## src/verilog/scdec_pkg.sv

```systemverilog
// Constants, opcodes, status codes and register map of the command block decoder.
// Assumes a single 250 MHz clock shared by both ends of the link.
package scdec_pkg;
	typedef logic [7:0] scdec_byte_t;

	localparam int          CDB_MAX       = 10;
	localparam logic [3:0]  CDB_LEN_G0    = 4'h6;
	localparam logic [3:0]  CDB_LEN_G1    = 4'ha;
	localparam logic [2:0]  GROUP_0       = 3'h0;
	localparam logic [2:0]  GROUP_1       = 3'h1;
	localparam int          GROUP_LSB     = 5;
	localparam int          LUN_LSB       = 5;
	localparam logic [2:0]  LUN_MAX       = 3'h1;
	localparam int          FLAG_BIT      = 1;
	localparam int          LINK_BIT      = 0;

	localparam scdec_byte_t OP_WRITE6     = 8'h0a;
	localparam scdec_byte_t OP_RDCAP      = 8'h25;
	localparam scdec_byte_t OP_READ_EXT   = 8'h28;
	localparam scdec_byte_t OP_SRCH_EQ    = 8'h31;
	localparam scdec_byte_t OP_SRCH_HI    = 8'h30;
	localparam scdec_byte_t OP_SRCH_LO    = 8'h32;
	localparam scdec_byte_t OP_SEEK_EXT   = 8'h2b;
	localparam scdec_byte_t OP_VERIFY     = 8'h2f;
	localparam scdec_byte_t OP_WRITE_EXT  = 8'h2a;
	localparam scdec_byte_t OP_WRITE_VFY  = 8'h2e;

	localparam scdec_byte_t STS_GOOD      = 8'h00;
	localparam scdec_byte_t STS_CHECK     = 8'h02;
	localparam scdec_byte_t STS_INTERMED  = 8'h10;

	localparam logic [3:0]  RCAP_LEN      = 4'h8;
	localparam logic [1:0]  BLK_HI_256    = 2'h1;
	localparam logic [1:0]  BLK_HI_512    = 2'h2;
	localparam logic [8:0]  CNT_ZERO_VAL  = 9'h100;

	localparam logic [7:0]  REG_CTRL      = 8'h00;
	localparam logic [7:0]  REG_LASTBLK0  = 8'h04;
	localparam logic [7:0]  REG_LASTBLK1  = 8'h08;
	localparam logic [7:0]  REG_IRQ_STAT  = 8'h0c;
	localparam logic [7:0]  REG_IRQ_MASK  = 8'h10;
	localparam logic [7:0]  REG_LAST_CMD  = 8'h14;
	localparam logic [7:0]  REG_LAST_LBA  = 8'h18;
	localparam logic [7:0]  REG_STATE     = 8'h1c;

	localparam int          CTRL_BLK512   = 0;
	localparam logic [31:0] CTRL_RST      = 32'h0;
	localparam logic [23:0] LASTBLK_RST   = 24'h0;
	localparam int          IRQ_W         = 3;
	localparam int          IRQ_DONE      = 0;
	localparam int          IRQ_ERR       = 1;
	localparam int          IRQ_FLAG      = 2;
endpackage : scdec_pkg

```

## src/verilog/scdec_link_if.sv

```systemverilog
// Byte link between the initiator end and the target end.
// Both ends run on the clock given to the interface.
`timescale 1ns/1ps
interface scdec_link_if (input wire logic clk_sys_i);
	logic       cmd_valid;
	logic       cmd_ready;
	logic [7:0] cmd_byte;
	logic       id_valid;
	logic [2:0] id_lun;
	logic       din_valid;
	logic       din_ready;
	logic [7:0] din_byte;
	logic       sts_valid;
	logic       sts_ready;
	logic [7:0] sts_code;
	logic       intr_req;

	modport target (
		input  cmd_valid, cmd_byte, id_valid, id_lun, din_ready, sts_ready,
		output cmd_ready, din_valid, din_byte, sts_valid, sts_code, intr_req
	);
	modport initiator (
		output cmd_valid, cmd_byte, id_valid, id_lun, din_ready, sts_ready,
		input  cmd_ready, din_valid, din_byte, sts_valid, sts_code, intr_req
	);
endinterface : scdec_link_if

```

## src/verilog/scdec_field_dec.sv

```systemverilog
// Combinational field decoder for a collected command block.
// Assumes byte zero sits in the top byte of the flat input.
`timescale 1ns/1ps
module scdec_field_dec
	import scdec_pkg::*;
(
	// Collected block
	input  wire logic [79:0] cdb_i,
	// Decoded fields
	output logic      [2:0]  group_o,
	output logic      [4:0]  code_o,
	output logic      [2:0]  lun_o,
	output logic      [31:0] lba_o,
	output logic      [8:0]  count_o,
	output logic             flag_o,
	output logic             link_o,
	output logic             known_o,
	output logic             resv_ok_o,
	output logic             rdcap_o
);
	scdec_byte_t b [CDB_MAX];
	scdec_byte_t ctl;
	logic        is_g1;

	always_comb
	begin
		for (int i = 0; i < CDB_MAX; i++)
			b[i] = cdb_i[79 - 8*i -: 8];
	end

	assign group_o = b[0][7:GROUP_LSB];
	assign code_o  = b[0][GROUP_LSB-1:0];
	assign is_g1   = (group_o == GROUP_1);
	assign lun_o   = b[1][7:LUN_LSB];
	assign ctl     = is_g1 ? b[9] : b[5];
	assign flag_o  = ctl[FLAG_BIT];
	assign link_o  = ctl[LINK_BIT];
	assign rdcap_o = (b[0] == OP_RDCAP);

	always_comb
	begin
		unique case (b[0])
			OP_WRITE6, OP_RDCAP, OP_READ_EXT, OP_SRCH_EQ, OP_SRCH_HI, OP_SRCH_LO:
				known_o = 1'b1;
			OP_SEEK_EXT, OP_VERIFY, OP_WRITE_EXT, OP_WRITE_VFY:
				known_o = 1'b1;
			default:
				known_o = 1'b0;
		endcase
	end

	always_comb
	begin
		if (is_g1)
		begin
			lba_o   = {b[2], b[3], b[4], b[5]};
			count_o = {b[7][0], b[8]};
		end
		else
		begin
			lba_o   = {11'h0, b[1][4:0], b[2], b[3]};
			count_o = (b[4] == 8'h00) ? CNT_ZERO_VAL : {1'b0, b[4]};
		end
	end

	// Control byte top bits; the write's top bit is the retry option
	always_comb
	begin
		if (is_g1)
			resv_ok_o = (b[9][7:2] == 6'h0);
		else
			resv_ok_o = (b[5][6:2] == 5'h0);
		if (rdcap_o && (b[1][4:0] != 5'h0 || {b[2], b[3], b[4], b[5], b[6], b[7], b[8]} != 56'h0))
			resv_ok_o = 1'b0;
	end
endmodule : scdec_field_dec

```

## src/verilog/scdec_target.sv

```systemverilog
// Target end: collects command blocks, checks and decodes them, answers
// read capacity, returns status and runs the linked chain.
// Refuses blocks whose control byte or read capacity reserved bytes break the initiator's obligations.
`timescale 1ns/1ps
module scdec_target
	import scdec_pkg::*;
(
	// Clock and reset
	input  wire logic        clk_sys_i,
	input  wire logic        reset_i,
	// Link
	scdec_link_if.target     link,
	// Register port
	input  wire logic [7:0]  reg_addr_i,
	input  wire logic [31:0] reg_wdata_i,
	input  wire logic        reg_wr_i,
	input  wire logic        reg_rd_i,
	output logic      [31:0] reg_rdata_o,
	// Decoded command to the drive side
	output logic             exec_req_o,
	output logic      [7:0]  exec_op_o,
	output logic      [2:0]  exec_lun_o,
	output logic      [31:0] exec_lba_o,
	output logic      [8:0]  exec_count_o,
	// Interrupt
	output logic             irq_o
);
	typedef enum logic [3:0] {
		ST_COLLECT = 4'b0001,
		ST_DECODE  = 4'b0010,
		ST_DATA    = 4'b0100,
		ST_STATUS  = 4'b1000
	} scdec_state_e;

	scdec_state_e state_reg, state_next;
	scdec_byte_t [0:CDB_MAX-1] cdb_reg;
	logic [3:0]   idx_reg, len_reg, rc_idx_reg;
	logic         id_seen_reg, ok_reg, link_reg, flag_reg;
	logic [2:0]   id_lun_reg, lun_eff_reg;
	logic [31:0]  ctrl_reg;
	logic [23:0]  lastblk0_reg, lastblk1_reg;
	logic [IRQ_W-1:0] stat_reg, stat_next, mask_reg, events;
	logic [7:0]   din_reg, sts_reg;
	logic [4:0]   d_code;
	logic [2:0]   d_group, d_lun, lun_eff;
	logic [31:0]  d_lba;
	logic [8:0]   d_count;
	logic         d_flag, d_link, d_known, d_resv_ok, d_rdcap, d_bad;
	logic         cmd_take, last_byte, sts_done, din_take;

	scdec_field_dec i_scdec_field_dec (.cdb_i(cdb_reg), .group_o(d_group), .code_o(d_code),
		.lun_o(d_lun), .lba_o(d_lba), .count_o(d_count), .flag_o(d_flag), .link_o(d_link),
		.known_o(d_known), .resv_ok_o(d_resv_ok), .rdcap_o(d_rdcap));

	function automatic scdec_byte_t rcap_byte(input logic [3:0] i, input logic [23:0] last,
		input logic blk512);
		scdec_byte_t r;
		r = 8'h00;
		unique case (i)
			4'h1: r = last[23:16];
			4'h2: r = last[15:8];
			4'h3: r = last[7:0];
			4'h6: r = {6'h0, blk512 ? BLK_HI_512 : BLK_HI_256};
			default: r = 8'h00;
		endcase
		return r;
	endfunction : rcap_byte

	assign cmd_take  = link.cmd_valid && link.cmd_ready;
	assign last_byte = (idx_reg != 4'h0) && (idx_reg == len_reg - 4'h1);
	assign din_take  = link.din_valid && link.din_ready;
	assign sts_done  = link.sts_valid && link.sts_ready;
	assign lun_eff   = id_seen_reg ? id_lun_reg : d_lun;
	assign d_bad     = !d_known || (lun_eff > LUN_MAX) || !d_resv_ok;

	assign link.cmd_ready = (state_reg == ST_COLLECT);
	assign link.din_valid = (state_reg == ST_DATA);
	assign link.din_byte  = din_reg;
	assign link.sts_valid = (state_reg == ST_STATUS);
	assign link.sts_code  = sts_reg;

	always_comb
	begin
		state_next = state_reg;
		unique case (state_reg)
			ST_COLLECT: if (cmd_take && last_byte) state_next = ST_DECODE;
			ST_DECODE:  state_next = (!d_bad && d_rdcap) ? ST_DATA : ST_STATUS;
			ST_DATA:    if (din_take && rc_idx_reg == RCAP_LEN - 4'h1) state_next = ST_STATUS;
			ST_STATUS:  if (sts_done) state_next = ST_COLLECT;
			default:    state_next = ST_COLLECT;
		endcase
	end

	always_ff @(posedge clk_sys_i)
	begin
		if (reset_i)
			state_reg <= ST_COLLECT;
		else
			state_reg <= state_next;
	end

	// Byte collection; length follows the group of byte zero
	always_ff @(posedge clk_sys_i)
	begin
		if (reset_i)
		begin
			idx_reg <= 4'h0;
			len_reg <= CDB_LEN_G0;
			cdb_reg <= '0;
		end
		else if (cmd_take)
		begin
			cdb_reg[idx_reg] <= link.cmd_byte;
			idx_reg          <= last_byte ? 4'h0 : idx_reg + 4'h1;
			if (idx_reg == 4'h0)
			begin
				len_reg <= (link.cmd_byte[7:GROUP_LSB] == GROUP_1) ? CDB_LEN_G1 : CDB_LEN_G0;
				for (int i = 1; i < CDB_MAX; i++)
					cdb_reg[i] <= 8'h00;
			end
		end
	end

	// Identify LUN holds for the whole linked chain
	always_ff @(posedge clk_sys_i)
	begin
		if (reset_i)
		begin
			id_seen_reg <= 1'b0;
			id_lun_reg  <= 3'h0;
		end
		else if (link.id_valid)
		begin
			id_seen_reg <= 1'b1;
			id_lun_reg  <= link.id_lun;
		end
		else if (sts_done && !(ok_reg && link_reg))
			id_seen_reg <= 1'b0;
	end

	// Decode outcome, status code and execution request
	always_ff @(posedge clk_sys_i)
	begin
		if (reset_i)
		begin
			ok_reg       <= 1'b0;
			link_reg     <= 1'b0;
			flag_reg     <= 1'b0;
			lun_eff_reg  <= 3'h0;
			sts_reg      <= STS_GOOD;
			exec_req_o   <= 1'b0;
			exec_op_o    <= 8'h00;
			exec_lun_o   <= 3'h0;
			exec_lba_o   <= 32'h0;
			exec_count_o <= 9'h0;
		end
		else
		begin
			exec_req_o <= 1'b0;
			if (state_reg == ST_DECODE)
			begin
				ok_reg      <= !d_bad;
				link_reg    <= d_link;
				flag_reg    <= d_flag;
				lun_eff_reg <= lun_eff;
				if (d_bad)
					sts_reg <= STS_CHECK;
				else
					sts_reg <= d_link ? STS_INTERMED : STS_GOOD;
				if (!d_bad && !d_rdcap)
				begin
					exec_req_o   <= 1'b1;
					exec_op_o    <= {d_group, d_code};
					exec_lun_o   <= lun_eff;
					exec_lba_o   <= d_lba;
					exec_count_o <= d_count;
				end
			end
		end
	end

	// Read capacity data bytes
	always_ff @(posedge clk_sys_i)
	begin
		if (reset_i || state_reg == ST_DECODE)
		begin
			rc_idx_reg <= 4'h0;
			din_reg    <= 8'h00;
		end
		else if (din_take)
		begin
			rc_idx_reg <= rc_idx_reg + 4'h1;
			din_reg    <= rcap_byte(rc_idx_reg + 4'h1, lun_eff_reg[0] ? lastblk1_reg : lastblk0_reg,
				ctrl_reg[CTRL_BLK512]);
		end
	end

	// Interrupt request to the initiator only when Flag and Link both set
	always_ff @(posedge clk_sys_i)
	begin
		if (reset_i)
			link.intr_req <= 1'b0;
		else
			link.intr_req <= sts_done && ok_reg && link_reg && flag_reg;
	end

	assign events[IRQ_DONE] = sts_done;
	assign events[IRQ_ERR]  = sts_done && !ok_reg;
	assign events[IRQ_FLAG] = sts_done && ok_reg && link_reg && flag_reg;

	always_comb
	begin
		stat_next = stat_reg;
		if (reg_wr_i && reg_addr_i == REG_IRQ_STAT)
			stat_next = stat_reg & ~reg_wdata_i[IRQ_W-1:0];
		stat_next = stat_next | events;
	end

	// Register writes
	always_ff @(posedge clk_sys_i)
	begin
		if (reset_i)
		begin
			ctrl_reg     <= CTRL_RST;
			lastblk0_reg <= LASTBLK_RST;
			lastblk1_reg <= LASTBLK_RST;
			mask_reg     <= '0;
			stat_reg     <= '0;
		end
		else
		begin
			stat_reg <= stat_next;
			if (reg_wr_i)
			begin
				unique case (reg_addr_i)
					REG_CTRL:     ctrl_reg     <= reg_wdata_i;
					REG_LASTBLK0: lastblk0_reg <= reg_wdata_i[23:0];
					REG_LASTBLK1: lastblk1_reg <= reg_wdata_i[23:0];
					REG_IRQ_MASK: mask_reg     <= reg_wdata_i[IRQ_W-1:0];
					default:      ;
				endcase
			end
		end
	end

	// Register reads, data one cycle after the strobe
	always_ff @(posedge clk_sys_i)
	begin
		if (reset_i)
			reg_rdata_o <= 32'h0;
		else if (reg_rd_i)
		begin
			unique case (reg_addr_i)
				REG_CTRL:     reg_rdata_o <= {31'h0, ctrl_reg[CTRL_BLK512]};
				REG_LASTBLK0: reg_rdata_o <= {8'h0, lastblk0_reg};
				REG_LASTBLK1: reg_rdata_o <= {8'h0, lastblk1_reg};
				REG_IRQ_STAT: reg_rdata_o <= {29'h0, stat_reg};
				REG_IRQ_MASK: reg_rdata_o <= {29'h0, mask_reg};
				REG_LAST_CMD: reg_rdata_o <= {12'h0, exec_count_o, exec_lun_o, exec_op_o};
				REG_LAST_LBA: reg_rdata_o <= exec_lba_o;
				REG_STATE:    reg_rdata_o <= {20'h0, id_seen_reg, link_reg, ok_reg, sts_reg, 1'b0};
				default:      reg_rdata_o <= 32'h0;
			endcase
		end
		else
			reg_rdata_o <= 32'h0;
	end

	assign irq_o = |(stat_reg & mask_reg);
endmodule : scdec_target

```

## src/flat_wrapper.sv

```systemverilog
// flat-port wrapper written by rule: the top's interface ports become plain ports
module scdec_target_flat import scdec_pkg::*;
  (clk_sys_i, reset_i, reg_addr_i, reg_wdata_i, reg_wr_i, reg_rd_i, reg_rdata_o, exec_req_o, exec_op_o, exec_lun_o, exec_lba_o, exec_count_o, irq_o, link_cmd_valid, link_cmd_byte, link_id_valid, link_id_lun, link_din_ready, link_sts_ready, link_cmd_ready, link_din_valid, link_din_byte, link_sts_valid, link_sts_code, link_intr_req);
  scdec_link_if link_i (.clk_sys_i(clk_sys_i));
  input  wire logic clk_sys_i;
  input  wire logic reset_i;
  input  wire logic [7:0] reg_addr_i;
  input  wire logic [31:0] reg_wdata_i;
  input  wire logic reg_wr_i;
  input  wire logic reg_rd_i;
  output logic      [31:0] reg_rdata_o;
  output logic exec_req_o;
  output logic      [7:0] exec_op_o;
  output logic      [2:0] exec_lun_o;
  output logic      [31:0] exec_lba_o;
  output logic      [8:0] exec_count_o;
  output logic irq_o;
  input wire logic [$bits(link_i.cmd_valid)-1:0] link_cmd_valid;
  input wire logic [$bits(link_i.cmd_byte)-1:0] link_cmd_byte;
  input wire logic [$bits(link_i.id_valid)-1:0] link_id_valid;
  input wire logic [$bits(link_i.id_lun)-1:0] link_id_lun;
  input wire logic [$bits(link_i.din_ready)-1:0] link_din_ready;
  input wire logic [$bits(link_i.sts_ready)-1:0] link_sts_ready;
  output wire logic [$bits(link_i.cmd_ready)-1:0] link_cmd_ready;
  output wire logic [$bits(link_i.din_valid)-1:0] link_din_valid;
  output wire logic [$bits(link_i.din_byte)-1:0] link_din_byte;
  output wire logic [$bits(link_i.sts_valid)-1:0] link_sts_valid;
  output wire logic [$bits(link_i.sts_code)-1:0] link_sts_code;
  output wire logic [$bits(link_i.intr_req)-1:0] link_intr_req;
  assign link_i.cmd_valid = link_cmd_valid;
  assign link_i.cmd_byte = link_cmd_byte;
  assign link_i.id_valid = link_id_valid;
  assign link_i.id_lun = link_id_lun;
  assign link_i.din_ready = link_din_ready;
  assign link_i.sts_ready = link_sts_ready;
  assign link_cmd_ready = link_i.cmd_ready;
  assign link_din_valid = link_i.din_valid;
  assign link_din_byte = link_i.din_byte;
  assign link_sts_valid = link_i.sts_valid;
  assign link_sts_code = link_i.sts_code;
  assign link_intr_req = link_i.intr_req;
  scdec_target u_core (.clk_sys_i(clk_sys_i), .reset_i(reset_i), .link(link_i), .reg_addr_i(reg_addr_i), .reg_wdata_i(reg_wdata_i), .reg_wr_i(reg_wr_i), .reg_rd_i(reg_rd_i), .reg_rdata_o(reg_rdata_o), .exec_req_o(exec_req_o), .exec_op_o(exec_op_o), .exec_lun_o(exec_lun_o), .exec_lba_o(exec_lba_o), .exec_count_o(exec_count_o), .irq_o(irq_o));
endmodule
```

## config.mk

```make
export PLATFORM = sky130hd
export DESIGN_NAME = scdec_target_flat
export DESIGN_NICKNAME = d
export VERILOG_FILES = /design/src/verilog/scdec_pkg.sv /design/src/verilog/scdec_link_if.sv /design/src/verilog/scdec_field_dec.sv /design/src/verilog/scdec_target.sv /design/src/flat_wrapper.sv
export SDC_FILE = /design/constraint.sdc
export NUM_CORES = 1
export LEC_CHECK = 0
export ABC_AREA = 1
export BUFFER_PORTS_ARGS = -buffer_cell sky130_fd_sc_hd__clkbuf_2
export CORE_UTILIZATION = 52
export CTS_CLUSTER_SIZE = 10
export DETAILED_ROUTE_END_ITERATION = 10
export PLACE_DENSITY = 0.76
export SYNTH_ARGS = -nofsm -noshare
export SYNTH_HDL_FRONTEND = slang
export SYNTH_HIERARCHICAL = 1
export SYNTH_SLANG_ARGS = --single-unit
```

## constraint.sdc

```tcl
create_clock -name clk_sys_i -period 1.8 [get_ports clk_sys_i]
set_input_delay 0.09 -clock clk_sys_i [delete_from_list [all_inputs] [get_ports clk_sys_i]]
set_output_delay 0.09 -clock clk_sys_i [all_outputs]
set_load 0.01 [all_outputs]
```

==> impl_metrics.json <==
{
  "status": "finished with violations",
  "failed_checks": "setup timing",
  "path_max_fanout": 13,
  "cts.htree.levels": 1,
  "synth_cells": 1634,
  "yosys-top-cells-area": "dfxtp_1, nand2_1, nor2_1, o21ai_0, a21oi_1",
  "overflow": 0,
  "postSynthAreaPerCell_um2": 6.99,
  "slew_headroom_pct": 65.8,
  "postLayoutCellArea_um2": 14600,
  "finalCritPeriodShare_pct": 122,
  "drtIter0Drc": 1221,
  "clkSlewWorstSetupHoldPaths_ns": 0.05,
  "clock_power_share_pct": 35.2,
  "synth_top_family_by_area": "simple AND/OR/NAND/NOR gates",
  "grt_setup_unrepaired": "true",
  "leakage_nw": 6.36,
  "clk_path_buf_depth": 3,
  "critPathKind": "reg -> reg",
  "p_sw_mw": 4.46,
  "hold_viol_final": 0,
  "ys_seq_area_share_pct": 44.4,
  "die_w_um": 150,
  "power.internal_mw": 9.92,
  "p_sw_share_pct": 31.0,
  "postPlaceCellArea_um2": 13000,
  "ys.flop_type": "dfxtp_1",
  "cp.required_ns": 2.27,
  "post-dp-hpwl_mm": 25.4,
  "wl_per_cell_um": 17.1,
  "worst_setup_path_end_kind": "flip-flop",
  "die_h_um": 150,
  "ios": 165,
  "grt_max_degree": 83,
  "wl_mm": 37.1,
  "die-area_um2": 22500,
  "yosys.area.top_type": "dfxtp_1",
  "maxCapViolations": 0,
  "synth_warnings": 6,
  "gp_congestion": 0.953,
  "fin_skew_ns": 0.00708,
  "syn_area_um2": 11400,
  "tightestPinTransition_ns": 0.512,
  "synth.distinct_cells": 40,
  "clock_sinks": 253,
  "synth_compound_area_share_pct": 17.1,
  "ctsRootBufferMaster": "clkbuf_16",
  "synth-simple-area-share_pct": 26.7,
  "yosys_register_bits": 253,
  "fill_cells": 1755,
  "vdd_drop_max_v": 0.000654,
  "synthMuxAreaShare_pct": 0,
  "clk-insertion-delay-late_ns": 0.54,
  "start_util_pct": 53.6,
  "grt_pass1_vias": 10716,
  "p_comb_share_pct": 23.4,
  "synth_top_area_share_pct": 44.4,
  "cts_made_buffers": 29,
  "antenna_found_initial": 1,
  "ant_nets": 0,
  "critPathLaunchType": "flip-flop",
  "synth_adder_area_share_pct": 0.877,
  "grt_usage_pct": 31.7,
  "dr.pass1.iters": 6,
  "fin_nets": 1963,
  "slew_viol_final": 0,
  "antenna_cells": 0,
  "port_buffers": 150,
  "cts_tree": "done",
  "fin_util_pct": 68.4,
  "async_flop_share_pct": 0,
  "fin_crit_ns": 2.19,
  "num_rows": 53,
  "core-area_um2": 21300,
  "area_delta_synth_final_pct": 27.6,
  "fmax_mhz": 456,
  "p_seq_share_pct": 41.4,
  "worstPathArrival_ns": 2.67,
  "drive_above_1_share_pct": 22.0,
  "routed_via_density": 5.57,
  "yosys.cell_count.top_type": "nand2_1",
  "final.setup.worst_slack_ns": -0.394,
  "powerDensity_nw_per_um2": 988,
  "via_count": 12125,
  "drc": 0,
  "min_path_type": "in -> reg",
  "synth-xor-area-share_pct": 0.153,
  "setup_violations": 57,
  "largest_register_ffs": 80,
  "synth-edff-count": 0,
  "yosys-top-cells-count": "nand2_1, dfxtp_1, nor2_1, o21ai_0, inv_1",
  "grt_pass1_wl_mm": 55.9
}
## power by group through the flow
| stage | combinational, mW | clock, mW | sequential (mW) |
|---|---|---|---|
| after floorplan | 1.85 | 0 | 6.05 |
| after global placement | 2.86 | 0 | 6.06 |
| after detailed placement | 2.89 | 0 | 6.06 |
| after CTS | 3.02 | 5.12 | 5.94 |
| after global routing | 3.60 | 5.34 | 5.97 |
| final | 3.36 | 5.06 | 5.96 |
## metrics by stage
step / setup TNS, ns / setup WS (ns) / instances / hold slack, ns / power, mW
finish: -18.43 / -0.394 / 2175 / 0.0389 / 14.4
global route: -27.07 / -0.533 / 2175 / 0.0486 / 14.9
CTS: -12.23 / -0.290 / 2162 / 0.00554 / 14.1
detailed placement: -15.97 / -0.365 / 2085 / 0.323 / 8.96
global placement: -11.46 / -0.248 / 2085 / 0.315 / 8.92
floorplan: -2.63 / -0.0613 / 1639 / 0.225 / 7.90
## timing repair
action,CTS,global route
resized for setup,7,81
endpoints found under the setup margin,73,127
pin swaps,3,33
buffers inserted,1,11
endpoints found under the hold margin,84,0
hold buffers,41,0
gates cloned,0,3
## final cells by class
cell class,count,area [um^2],area share [%]
multi-input cells,1105,5340,36.7
flip-flops and latches,253,5070,34.8
repair buffers,323,2330,16.0
clock buffers,34,764,5.25
inverters,184,703,4.83
well taps,275,344,2.36
clock inverters,1,8.76,0.0601
## routing by layer
metal  track usage [%]  wire (um)  vias up
li1                  -          -     5755
met3              6.09       4420       83
met4              10.4       1040        0
met1              43.9      15200     5564
met2              49.7      16500      723
met5                 0          0        -
## logic make-up (layout without fill, tap and decap cells)
| logic type | after synthesis | after routing |
|---|---|---|
| DFF | 253 | 253 |
| xor gates and xnor gates | 2 | 2 |
| and+or+nand+nor | 717 | 717 |
| buffers and inverters | 281 | 542 |
| AOI/OAI and AO/OA | 372 | 372 |
| other | 1 | 6 |
| adders and majority gates | 8 | 8 |
## layout by cell type (no fill, tap or decap), drive strengths merged
cell | netlist | layout
o21ai | 183 | 183
a22oi | 5 | 5
nand2 | 344 | 344
dfxtp | 253 | 253
conb | 1 | 6
nor2 | 258 | 258
and3 | 1 | 1
inv | 182 | 184
o221ai | 3 | 3
o21a | 1 | 1
buf | 61 | 131
nand4 | 21 | 21
and2 | 2 | 2
clkbuf | 36 | 185
clkinv | 2 | 1
o211ai | 6 | 6
nor3 | 31 | 31
nand3 | 59 | 59
dlygate4sd3 | 0 | 41
ha | 8 | 8
nand3b | 1 | 1
xor2 | 2 | 2
a211oi | 3 | 3
a31o | 2 | 2
a21oi | 149 | 149
o22ai | 20 | 20
## worst max-delay path, stage by stage, from the launching register on
cell and delay (ns):
dfxtp_2 0.33, nor2_4 0.13, nand2_4 0.12, inv_6 0.08, nand2_4 0.05, nor2_4 0.14
a31o_1 0.13, nand3_2 0.10, nor3_4 0.23, nand2_2 0.10, nor2_4 0.21, buf_6 0.15
buf_6 0.15, o21ai_0 0.10, nor2_1 0.10
## path summary, 6_finish.rpt
| kind | from | end | slack (ns) | depth (start not counted) |
|---|---|---|---|---|
| hold / removal | link_sts_ready | u_core/state_reg[1]$_SDFFE_PP0P_ | 0.04 | 5 |
| setup / recovery | u_core/cdb_reg[79]$_SDFFE_PP0P_ | u_core/exec_lba_o[9]$_SDFFE_PP0P_ | -0.39 | 14 |
| setup reg to reg | u_core/cdb_reg[79]$_SDFFE_PP0P_ | u_core/exec_lba_o[9]$_SDFFE_PP0P_ | -0.39 | 14 |
| hold reg to reg | u_core/exec_lba_o[30]$_SDFFE_PP0P_ | u_core/reg_rdata_o[30]$_SDFF_PP0_ | 0.45 | 2 |
Note: power is estimated with default switching activity, not from simulation.
